[config.mk]
export PLATFORM = sky130hd
export DESIGN_NAME = fepc_top
export DESIGN_NICKNAME = d
export VERILOG_FILES = /design/src/rtl/fepc_pkg.sv /design/src/rtl/fepc_top.sv /design/src/rtl/fepc_pulse_timer.sv
export VERILOG_INCLUDE_DIRS = /design/src /design/src/rtl
export SDC_FILE = /design/constraint.sdc
export NUM_CORES = 1
export LEC_CHECK = 0
export BUFFER_PORTS_ARGS = -buffer_cell sky130_fd_sc_hd__buf_2
export CORE_ASPECT_RATIO = 0.8
export CORE_MARGIN = 2
export CORE_UTILIZATION = 45
export DETAILED_ROUTE_END_ITERATION = 12
export HOLD_SLACK_MARGIN = 0.06
export PLACE_DENSITY = 0.73
export RECOVER_POWER = 100
export SYNTH_ARGS = -nofsm -noshare
export SYNTH_HDL_FRONTEND = slang
export SYNTH_SLANG_ARGS = --single-unit
export TNS_END_PERCENT = 5
[constraint.sdc]
create_clock -name core_clk -period 9.75 [get_ports core_clk]
set_clock_uncertainty 0.15 [all_clocks]
set_input_delay 0.4875 -clock core_clk [delete_from_list [all_inputs] [get_ports core_clk]]
set_output_delay 0.4875 -clock core_clk [all_outputs]
set_load 0.1 [all_outputs]
[src/rtl/fepc_regs.svh]
// Register offsets, field positions, codes and address map of the flash controller
`ifndef FEPC_REGS_SVH
`define FEPC_REGS_SVH

// ----------------------------------------------------------------------
// Register offsets (byte addresses)
// ----------------------------------------------------------------------
`define FEPC_OFS_CONTROL 8'h00
`define FEPC_OFS_FLAGS 8'h04
`define FEPC_OFS_CLEAR 8'h08
`define FEPC_OFS_UNLOCK 8'h0c
`define FEPC_OFS_LOCK_LO 8'h10
`define FEPC_OFS_LOCK_HI 8'h14
`define FEPC_OFS_BOOT 8'h18
`define FEPC_OFS_T_SERASE 8'h1c
`define FEPC_OFS_T_WERASE 8'h20
`define FEPC_OFS_T_PROG 8'h24

// ----------------------------------------------------------------------
// Fields and reset values
// ----------------------------------------------------------------------
`define FEPC_CTL_OP_LSB 0
`define FEPC_CTL_BUSY_BIT 2
`define FEPC_CTL_IE_LSB 3
`define FEPC_FLAG_PC_BIT 0
`define FEPC_FLAG_LOCK_BIT 1
`define FEPC_IE_PC_BIT 0
`define FEPC_IE_LOCK_BIT 1
`define FEPC_UNLOCK_CODE1 16'h5a5a
`define FEPC_UNLOCK_CODE2 16'ha5a5
`define FEPC_LOCK_RESET 32'h0000_0000
`define FEPC_LOCK_ALL 64'hffff_ffff_ffff_ffff
`define FEPC_BOOT_RESET 1'b1

// ----------------------------------------------------------------------
// Address map: main array, option sector, configuration window
// ----------------------------------------------------------------------
`define FEPC_MAIN_HI_ZERO 16'h0000
`define FEPC_OPT_SECTOR 23'h04_0000
`define FEPC_CFG_WINDOW 24'h18_0000
`define FEPC_CFG_LSB 8
`define FEPC_SECTOR_LSB 9
`define FEPC_PAIR_LSB 10
`define FEPC_CHIP_LSB 15
`define FEPC_MAIN_MSB 15

`endif

[src/rtl/fepc_pkg.sv]
// Types shared by the flash controller modules
package fepc_pkg;

  // Operation selected for the next flash write
  typedef enum logic [1:0]
  {
    FEPC_OP_READ = 2'h0,
    FEPC_OP_PROG = 2'h1,
    FEPC_OP_SERASE = 2'h2,
    FEPC_OP_WERASE = 2'h3
  } fepc_op_e;

  // Register unlock progress
  typedef enum logic [1:0]
  {
    FEPC_UNL_IDLE,
    FEPC_UNL_HALF,
    FEPC_UNL_OPEN
  } fepc_unlock_e;

  // Flash operation sequencer
  typedef enum logic
  {
    FEPC_SEQ_IDLE,
    FEPC_SEQ_RUN
  } fepc_seq_e;

endpackage : fepc_pkg

[src/rtl/fepc_top.sv]
// Flash erase/program controller: registers, protection and sequencer
`timescale 1ns/1ps
`include "fepc_regs.svh"
module fepc_top
  import fepc_pkg::*;
(
  input wire logic core_clk,
  input wire logic rst,
  input wire logic cpu_only_reset,
  input wire logic [7:0] reg_addr,
  input wire logic [31:0] reg_wdata,
  input wire logic reg_wr,
  input wire logic reg_rd,
  output logic [31:0] reg_rdata,
  input wire logic fl_wr,
  input wire logic fl_rd,
  input wire logic [31:0] fl_addr,
  input wire logic [31:0] fl_wdata,
  input wire logic [1:0] fl_size,
  output logic [31:0] fl_rdata,
  input wire logic [31:0] cpu_pc,
  input wire logic user_option_word_boot,
  input wire logic [31:0] cfg_sector_erase_time,
  input wire logic [31:0] cfg_whole_erase_time,
  input wire logic [31:0] cfg_program_time,
  input wire logic [31:0] arr_rdata,
  output logic arr_prog,
  output logic arr_sector_erase,
  output logic arr_whole_erase,
  output logic arr_system_region,
  output logic [31:0] arr_addr,
  output logic [31:0] arr_wdata,
  output logic [1:0] arr_size,
  output logic fetch_hold,
  output logic boot_loader_select_bit,
  output logic irq
);

  // ----------------------------------------------------------------------
  // State
  // ----------------------------------------------------------------------
  fepc_op_e operation_select;
  logic [1:0] alarm_irq_enables;
  logic busy;
  logic pc_alarm_flag;
  logic lock_alarm_flag;
  logic [31:0] lock_bits_low;
  logic [31:0] lock_bits_high;
  logic [31:0] sector_erase_time;
  logic [31:0] whole_erase_time;
  logic [31:0] program_time;
  logic cold_load;
  fepc_unlock_e unl_state;
  fepc_seq_e seq_state;
  logic soft_rst;
  logic timer_start;
  logic timer_active;
  logic timer_done;
  logic [31:0] timer_len;

  // CPU-only reset clears control state but not boot select or timings
  assign soft_rst = rst || cpu_only_reset;

  // ----------------------------------------------------------------------
  // Register write decode and unlock gating
  // ----------------------------------------------------------------------
  logic hit_unlock;
  logic wr_ok;
  logic wr_ctrl;
  logic wr_clear;
  logic wr_lock_lo;
  logic wr_lock_hi;
  logic wr_boot;
  logic wr_t_se;
  logic wr_t_we;
  logic wr_t_pg;

  assign hit_unlock = reg_addr == `FEPC_OFS_UNLOCK;
  // Only the one write after a full unlock reaches a register
  assign wr_ok = reg_wr && !hit_unlock && unl_state == FEPC_UNL_OPEN;
  assign wr_ctrl = wr_ok && reg_addr == `FEPC_OFS_CONTROL;
  assign wr_clear = wr_ok && reg_addr == `FEPC_OFS_CLEAR;
  assign wr_lock_lo = wr_ok && reg_addr == `FEPC_OFS_LOCK_LO;
  assign wr_lock_hi = wr_ok && reg_addr == `FEPC_OFS_LOCK_HI;
  assign wr_boot = wr_ok && reg_addr == `FEPC_OFS_BOOT;
  assign wr_t_se = wr_ok && reg_addr == `FEPC_OFS_T_SERASE;
  assign wr_t_we = wr_ok && reg_addr == `FEPC_OFS_T_WERASE;
  assign wr_t_pg = wr_ok && reg_addr == `FEPC_OFS_T_PROG;

  // Unlock sequence: a stray write at any step sends it back to the start
  always_ff @(posedge core_clk)
  begin
    if (soft_rst)
      unl_state <= FEPC_UNL_IDLE;
    else if (reg_wr && hit_unlock)
    begin
      if (unl_state == FEPC_UNL_HALF &&
          reg_wdata[15:0] == `FEPC_UNLOCK_CODE2)
        unl_state <= FEPC_UNL_OPEN;
      else if (reg_wdata[15:0] == `FEPC_UNLOCK_CODE1)
        unl_state <= FEPC_UNL_HALF;
      else
        unl_state <= FEPC_UNL_IDLE;
    end
    else if (reg_wr || fl_wr)
      unl_state <= FEPC_UNL_IDLE;
  end

  // ----------------------------------------------------------------------
  // Control register
  // ----------------------------------------------------------------------
  always_ff @(posedge core_clk)
  begin
    if (soft_rst)
    begin
      operation_select <= FEPC_OP_READ;
      alarm_irq_enables <= 2'h0;
    end
    else if (wr_ctrl)
    begin
      operation_select <= fepc_op_e'(reg_wdata[`FEPC_CTL_OP_LSB +: 2]);
      alarm_irq_enables <= reg_wdata[`FEPC_CTL_IE_LSB +: 2];
    end
  end

  // ----------------------------------------------------------------------
  // Lock bits: zero after reset forbids every main-array erase and program
  // ----------------------------------------------------------------------
  always_ff @(posedge core_clk)
  begin
    if (soft_rst)
    begin
      lock_bits_low <= `FEPC_LOCK_RESET;
      lock_bits_high <= `FEPC_LOCK_RESET;
    end
    else
    begin
      if (wr_lock_lo)
        lock_bits_low <= reg_wdata;
      if (wr_lock_hi)
        lock_bits_high <= reg_wdata;
    end
  end

  // ----------------------------------------------------------------------
  // Values caught from the option and configuration area after full reset
  // ----------------------------------------------------------------------
  always_ff @(posedge core_clk)
  begin
    cold_load <= rst;
  end

  // Boot select reloads only on a full reset, so a cleared bit survives
  // a CPU-only reset
  always_ff @(posedge core_clk)
  begin
    if (rst)
      boot_loader_select_bit <= `FEPC_BOOT_RESET;
    else if (cold_load)
      boot_loader_select_bit <= user_option_word_boot;
    else if (wr_boot)
      boot_loader_select_bit <= reg_wdata[0];
  end

  // Timing values load themselves; software may still override them
  always_ff @(posedge core_clk)
  begin
    if (rst)
    begin
      sector_erase_time <= 32'h0;
      whole_erase_time <= 32'h0;
      program_time <= 32'h0;
    end
    else if (cold_load)
    begin
      sector_erase_time <= cfg_sector_erase_time;
      whole_erase_time <= cfg_whole_erase_time;
      program_time <= cfg_program_time;
    end
    else
    begin
      if (wr_t_se)
        sector_erase_time <= reg_wdata;
      if (wr_t_we)
        whole_erase_time <= reg_wdata;
      if (wr_t_pg)
        program_time <= reg_wdata;
    end
  end

  // ----------------------------------------------------------------------
  // Flash address decode and protection checks
  // ----------------------------------------------------------------------
  logic in_main;
  logic in_opt;
  logic in_cfg;
  logic [63:0] lock_all;
  logic pair_open;
  logic pc_in_main;
  logic pc_hit;
  logic lock_fail;
  logic target_ok;
  logic launch;

  assign in_main = fl_addr[31:`FEPC_MAIN_MSB+1] == `FEPC_MAIN_HI_ZERO;
  assign in_opt = fl_addr[31:`FEPC_SECTOR_LSB] == `FEPC_OPT_SECTOR;
  assign in_cfg = fl_addr[31:`FEPC_CFG_LSB] == `FEPC_CFG_WINDOW;
  assign lock_all = {lock_bits_high, lock_bits_low};
  // Two 512-byte sectors share one lock bit
  assign pair_open = lock_all[fl_addr[`FEPC_MAIN_MSB:`FEPC_PAIR_LSB]];
  assign pc_in_main = cpu_pc[31:`FEPC_MAIN_MSB+1] == `FEPC_MAIN_HI_ZERO;

  // Sector match on the bits above the 512-byte offset; a chip erase
  // targets every main sector, so any PC in the main array collides
  always_comb
  begin
    if (operation_select == FEPC_OP_WERASE)
      pc_hit = pc_in_main;
    else
      pc_hit = cpu_pc[31:`FEPC_SECTOR_LSB] ==
               fl_addr[31:`FEPC_SECTOR_LSB];
  end

  // Lock and range checks per operation; the configuration window and
  // anything outside the map never start an operation
  always_comb
  begin
    lock_fail = 1'b0;
    target_ok = 1'b0;
    case (operation_select)
      FEPC_OP_PROG, FEPC_OP_SERASE:
      begin
        target_ok = (in_main && pair_open) || in_opt;
        lock_fail = in_main && !pair_open;
      end
      FEPC_OP_WERASE:
      begin
        // Low 16 bits ignored: main array only, never the system region
        target_ok = in_main && lock_all == `FEPC_LOCK_ALL;
        lock_fail = in_main && lock_all != `FEPC_LOCK_ALL;
      end
      default:
      begin
        target_ok = 1'b0;
        lock_fail = 1'b0;
      end
    endcase
  end

  // Writes during busy are dropped; software is expected to poll first
  assign launch = fl_wr && seq_state == FEPC_SEQ_IDLE &&
                  operation_select != FEPC_OP_READ;
  assign timer_start = launch && target_ok && !pc_hit;

  // ----------------------------------------------------------------------
  // Sequencer: one timed array pulse per accepted write
  // ----------------------------------------------------------------------
  always_comb
  begin
    case (operation_select)
      FEPC_OP_PROG: timer_len = program_time;
      FEPC_OP_SERASE: timer_len = sector_erase_time;
      default: timer_len = whole_erase_time;
    endcase
  end

  fepc_pulse_timer u_timer
  (
    .core_clk(core_clk),
    .rst(soft_rst),
    .start(timer_start),
    .length(timer_len),
    .active(timer_active),
    .done(timer_done)
  );

  always_ff @(posedge core_clk)
  begin
    if (soft_rst)
      seq_state <= FEPC_SEQ_IDLE;
    else
      case (seq_state)
        FEPC_SEQ_IDLE:
          if (timer_start)
            seq_state <= FEPC_SEQ_RUN;
        FEPC_SEQ_RUN:
          if (timer_done)
            seq_state <= FEPC_SEQ_IDLE;
        default:
          seq_state <= FEPC_SEQ_IDLE;
      endcase
  end

  // Busy covers the whole pulse; fetches wait on a twin flop with the same next-state logic
  always_ff @(posedge core_clk)
  begin
    if (soft_rst)
    begin
      busy <= 1'b0;
      fetch_hold <= 1'b0;
    end
    else
    begin
      busy <= timer_start || (busy && !timer_done);
      fetch_hold <= timer_start || (busy && !timer_done);
    end
  end

  // Array command outputs, latched on timer_start and held through the pulse
  always_ff @(posedge core_clk)
  begin
    if (soft_rst)
    begin
      arr_prog <= 1'b0;
      arr_sector_erase <= 1'b0;
      arr_whole_erase <= 1'b0;
      arr_system_region <= 1'b0;
      arr_addr <= 32'h0;
      arr_wdata <= 32'h0;
      arr_size <= 2'h0;
    end
    else if (timer_start)
    begin
      arr_prog <= operation_select == FEPC_OP_PROG;
      arr_sector_erase <= operation_select == FEPC_OP_SERASE;
      arr_whole_erase <= operation_select == FEPC_OP_WERASE;
      arr_system_region <= in_opt;
      arr_addr <= fl_addr;
      // Chip erase data is meaningless, so it is not passed on
      arr_wdata <= operation_select == FEPC_OP_WERASE ? 32'h0 : fl_wdata;
      arr_size <= fl_size;
    end
    else if (timer_done)
    begin
      arr_prog <= 1'b0;
      arr_sector_erase <= 1'b0;
      arr_whole_erase <= 1'b0;
    end
  end

  // ----------------------------------------------------------------------
  // Alarm flags: a new alarm wins over a clear in the same cycle
  // ----------------------------------------------------------------------
  always_ff @(posedge core_clk)
  begin
    if (soft_rst)
    begin
      pc_alarm_flag <= 1'b0;
      lock_alarm_flag <= 1'b0;
    end
    else
    begin
      if (launch && pc_hit)
        pc_alarm_flag <= 1'b1;
      else if (wr_clear && !reg_wdata[`FEPC_FLAG_PC_BIT])
        pc_alarm_flag <= 1'b0;
      if (launch && lock_fail)
        lock_alarm_flag <= 1'b1;
      else if (wr_clear && !reg_wdata[`FEPC_FLAG_LOCK_BIT])
        lock_alarm_flag <= 1'b0;
    end
  end

  // Interrupt line, each flag gated by its own enable
  always_ff @(posedge core_clk)
  begin
    if (soft_rst)
      irq <= 1'b0;
    else
      irq <= (pc_alarm_flag && alarm_irq_enables[`FEPC_IE_PC_BIT]) ||
             (lock_alarm_flag && alarm_irq_enables[`FEPC_IE_LOCK_BIT]);
  end

  // ----------------------------------------------------------------------
  // Register reads: data in the cycle after the strobe, words only
  // ----------------------------------------------------------------------
  always_ff @(posedge core_clk)
  begin
    if (soft_rst)
      reg_rdata <= 32'h0;
    else if (reg_rd)
    begin
      if (reg_addr == `FEPC_OFS_CONTROL)
        reg_rdata <= {27'h0, alarm_irq_enables, busy, operation_select};
      else if (reg_addr == `FEPC_OFS_FLAGS)
        reg_rdata <= {30'h0, lock_alarm_flag, pc_alarm_flag};
      else if (reg_addr == `FEPC_OFS_LOCK_LO)
        reg_rdata <= lock_bits_low;
      else if (reg_addr == `FEPC_OFS_LOCK_HI)
        reg_rdata <= lock_bits_high;
      else if (reg_addr == `FEPC_OFS_BOOT)
        reg_rdata <= {31'h0, boot_loader_select_bit};
      else if (reg_addr == `FEPC_OFS_T_SERASE)
        reg_rdata <= sector_erase_time;
      else if (reg_addr == `FEPC_OFS_T_WERASE)
        reg_rdata <= whole_erase_time;
      else if (reg_addr == `FEPC_OFS_T_PROG)
        reg_rdata <= program_time;
      else
        reg_rdata <= 32'h0;
    end
  end

  // ----------------------------------------------------------------------
  // Flash reads: the array answers the bus address at once, so the word
  // is returned in the next cycle like any memory read
  // ----------------------------------------------------------------------
  always_ff @(posedge core_clk)
  begin
    if (soft_rst)
      fl_rdata <= 32'h0;
    else if (fl_rd)
      fl_rdata <= (in_main || in_opt || in_cfg) ? arr_rdata : 32'h0;
  end

endmodule : fepc_top

[src/rtl/fepc_pulse_timer.sv]
// Down-counter that times one erase or program pulse
`timescale 1ns/1ps
module fepc_pulse_timer
  import fepc_pkg::*;
(
  input wire logic core_clk,
  input wire logic rst,
  input wire logic start,
  input wire logic [31:0] length,
  output logic active,
  output logic done
);

  logic [31:0] remain;

  // ----------------------------------------------------------------------
  // Count the pulse; a zero length still lasts one cycle. Done stands in
  // the last cycle, so a caller that drops its strobe on done keeps the
  // strobe for exactly the programmed number of cycles.
  // ----------------------------------------------------------------------
  always_ff @(posedge core_clk)
  begin
    if (rst)
    begin
      remain <= 32'h0;
      active <= 1'b0;
      done <= 1'b0;
    end
    else if (start && !active)
    begin
      remain <= (length == 32'h0) ? 32'h0 : length - 32'h1;
      active <= 1'b1;
      done <= length <= 32'h1;
    end
    else if (active)
    begin
      remain <= (remain == 32'h0) ? 32'h0 : remain - 32'h1;
      active <= remain != 32'h0;
      done <= remain == 32'h1;
    end
    else
      done <= 1'b0;
  end

endmodule : fepc_pulse_timer

==> summary by stage <==
Routing
The number of nets with antenna violations after routing is 0. The pre-antenna-repair detailed-routing pass consisted of 11 iterations. The detailed router finished its first iteration with 2512 violations.

The final wirelength is 65000 um. The number of vias in the routed layout is 18936. The average routed wire per standard cell is 21.21 um. In the routed layout, each cell is associated on average with a via count of 6.180.

The DRC violations left is 0.

Clocking
Clock-pin slew was measured on the worst setup and hold paths at 70 ps. Clock latency on the worst-skew pair, taken at its later pin, is 560 ps. The maximum root-to-sink buffer count is 3. The buffer cell driving the clock tree root is clkbuf_16. The CTS sink count is 341. Post-CTS repair changed the size of 0 cells.

Buffers inserted during clock tree synthesis total 37. The H-tree was split into 2 levels. TritonCTS built the clock tree.

STA
The routed design could run at a clock period as short as 6902 ps. Setup repair after global routing left no endpoint under its margin. The fmax is 0.1449 GHz. The final-report max-slew violation count is 518. For the pin with the worst max-slew slack, the measured transition is 4621 ps.

The portion of the clock cycle consumed by the worst path in the final layout is 70.79%. The total negative slack for setup checks is 0 ps. Setup violations remaining at the end of the flow were counted as 0. The worst slew margin relative to its limit is -208.0%.

The final-report hold violation count was 0.

Yosys
The top cell type by area accounts for 39.26% of the synthesized area. The largest total area in the synthesized netlist belongs to dfxtp_1. During synthesis, Yosys emitted a total of 0 warnings. In this run the mean area of a mapped cell was 8.144 sq um.

The register area share after synthesis is 39.26%. The count of flip-flops with a built-in enable after synthesis is 0. Of all flip-flops after synthesis, the portion carrying an async set or reset was 0%. In this run the cell area of the synthesized design comes to 0.01739 sq mm. The gate count of the mapped netlist is 2135. The flip-flop and latch count after synthesis is 341. The most used flip-flop cell after synthesis is dfxtp_1. Yosys attributes the largest share of cell area to dfxtp_1 39%, a21oi_1 7.6%, mux2i_1 6.8%. Counting every net in the synthesized netlist gives 2417. In this run, distinct cell masters in the synthesized netlist total 78.

Outcome
The final reports fail on max-capacitance violations, max-slew violations. The flow ran to the end, but the final reports show violations.

Floorplanning
The overall die height is 179.8 um. The core region is 0.03820 sq mm. 411 I/O pins were placed.

The width of the die is 223.8 um. After floorplanning, the core was divided into 64 placement rows. The die covers 0.04024 sq mm. The starting density of the core is 45.52%.

Power and ir drop
The sequential power share is 43.9%. The overall power is 3307 uW. Internal power comes to 2459 uW. Across the VDD grid, the largest voltage drop is 105.7 uV.

The clock network accounts for 45.6% of the total power. In this run the power spent charging and discharging nets is 848.7 uW. The power per standard cell area is 152.0 mW/mm^2. Combinational logic burns 10.5% of the power. The standby leakage power is 0.007777 uW. Of the total power, the share spent switching nets is 25.66%.

Setup path
STA classifies the critical path endpoint as a register. The data required time at the worst endpoint is 10050 ps. The kind of critical path is reg2reg. STA classifies the critical path startpoint as a register. Along the worst path, the maximum fanout reaches 44. STA puts the critical path data arrival time at 7200 ps.

Global routing
Entering global routing, the biggest net connects 96 pins. The via count of the first global-routing pass is 17884. The overflow left after global routing is 0.

The first global-routing pass estimated 100200 um of wire. The initial antenna violation count is 3. The global routing usage summed across all routing layers is 31.03%.

Cells and area
Leaving out fill and tap cells, the most frequent cell in the layout is dfxtp_1. The top cell types in the final layout, fill and taps aside, are 340 x dfxtp_1, 263 x a21oi_1, 260 x buf_2. The finished cells cover 0.02175 sq mm. In the final design database the tool counted 2823 nets. The share of final-layout standard cells stronger than drive strength 1 is 14.96%.

The filler cells instantiated in the layout total 3394. Compared with the post-synthesis result, the final layout area differs by 25.11%.

Run
Max-cap violations in this run came to 11.

Place
At the end of routability-driven placement, the weighted congestion stood at 0.9577. During placement, the flow inserted port buffers numbering 401. Detailed placement ended at an HPWL of 44070 um. The placed instances occupy a cell area of 0.01948 sq mm.

Worst hold path
The class of the tightest hold or removal check is in2reg.
## worst max-delay path, cell delays in order, from the launching register on
cell	delay [ps]
dfxtp_1	420
inv_1	100
ha_2	310
clkbuf_1	2060
mux2i_1	680
ha_1	510
and2_0	190
a22o_1	190
nand4_1	220
nor4_1	110
buf_4	200
a311oi_2	740
buf_4	330
nand3_1	320
o221ai_1	280
## cell usage after synthesis, types with 29 or more instances
master,count
nand2_1,239
nand4_1,37
clkbuf_1,130
nor2_1,248
nand3_1,82
a31oi_1,53
o21ai_0,49
a21oi_1,263
dfxtp_1,341
a222oi_1,29
a211oi_1,32
nor2b_1,37
mux2i_1,118
a22oi_1,40
nand3b_1,40
## metal layers
layer / global-route usage (%) / wire, um
met1: 41.27 / 26310
met3: 6.456 / 6681
met4: 12.77 / 2843
met2: 49.10 / 29160
met5: 0 / 13
## worst paths after layout
| kind | start | to | slack (ps) | cells past startpoint |
|---|---|---|---|---|
| setup / recovery | operation_select[0]$_SDFFE_PP0P_ | u_timer.remain[15]$_SDFFE_PP0P_ | 2850 | 14 |
| hold / removal | reg_wdata[22] | lock_bits_high[22]$_SDFFE_PP0P_ | 70 | 3 |
| setup reg to reg | operation_select[0]$_SDFFE_PP0P_ | u_timer.remain[15]$_SDFFE_PP0P_ | 2850 | 14 |
| hold reg to reg | arr_wdata[19]$_SDFFE_PP0P_ | arr_wdata[19]$_SDFFE_PP0P_ | 300 | 2 |
## cell type report
cell class,count,area [sq um],share of cell area [%]
Inverter,19,71.32,0.3279
Sequential cell,341,6830,31.40
Timing Repair Buffer,548,3198,14.70
Clock buffer,52,1064,4.889
Clock inverter,13,225.2,1.035
Multi-Input combinational cell,1594,9739,44.77
Tap cell,495,619.3,2.847
Antenna cell,2,5.005,0.02301
## flip-flops by register name (all words and copies together) (netlist names), 2 cells and up
register	cells
sector_erase_time	32
program_time	32
operation_select	2
arr_size	2
u_timer.remain	32
unl_state	2
reg_rdata	32
lock_bits_low	32
arr_addr	32
alarm_irq_enables	2
fl_rdata	32
arr_wdata	32
whole_erase_time	32
lock_bits_high	32
## per-stage QoR
stage	hold slack, ps	utilization (%)	setup WS [ps]	cells
3_3_place_gp	285.5	51.01	5094	2878
4_1_cts	64.51	57.50	4908	3062
5_1_grt	70.01	56.95	2430	3064
3_5_place_dp	292.9	51.01	4963	2878
2_1_floorplan	290.5	-	6025	2135
6_report	71.65	56.95	2848	3064
## cells by family after synthesis
logic type                 Yosys count  synth area share, %
AOI/OAI and AO/OA                  570                20.87
xor gates and xnor gates            44                2.216
adders and majority gates            8               0.5757
buffers and inverters              200                4.886
DFF                                341                39.26
muxes                              132                8.506
and+or+nand+nor                    840                23.68
## what timing repair did
item,4_1_cts,5_1_grt
setup endpoints to repair,0,0
buffers inserted,0,0
endpoints found under the hold margin,119,0
hold buffers,119,0
## power groups by stage
stage | logic, uW | registers, uW | clock network [uW]
2_1_floorplan | 155 | 1500 | 0
3_3_place_gp | 295 | 1480 | 0
3_5_place_dp | 301 | 1480 | 0
4_1_cts | 341 | 1450 | 1520
5_1_grt | 373 | 1450 | 1580
6_report | 348 | 1450 | 1510
Power figures use the tool's default switching activity.
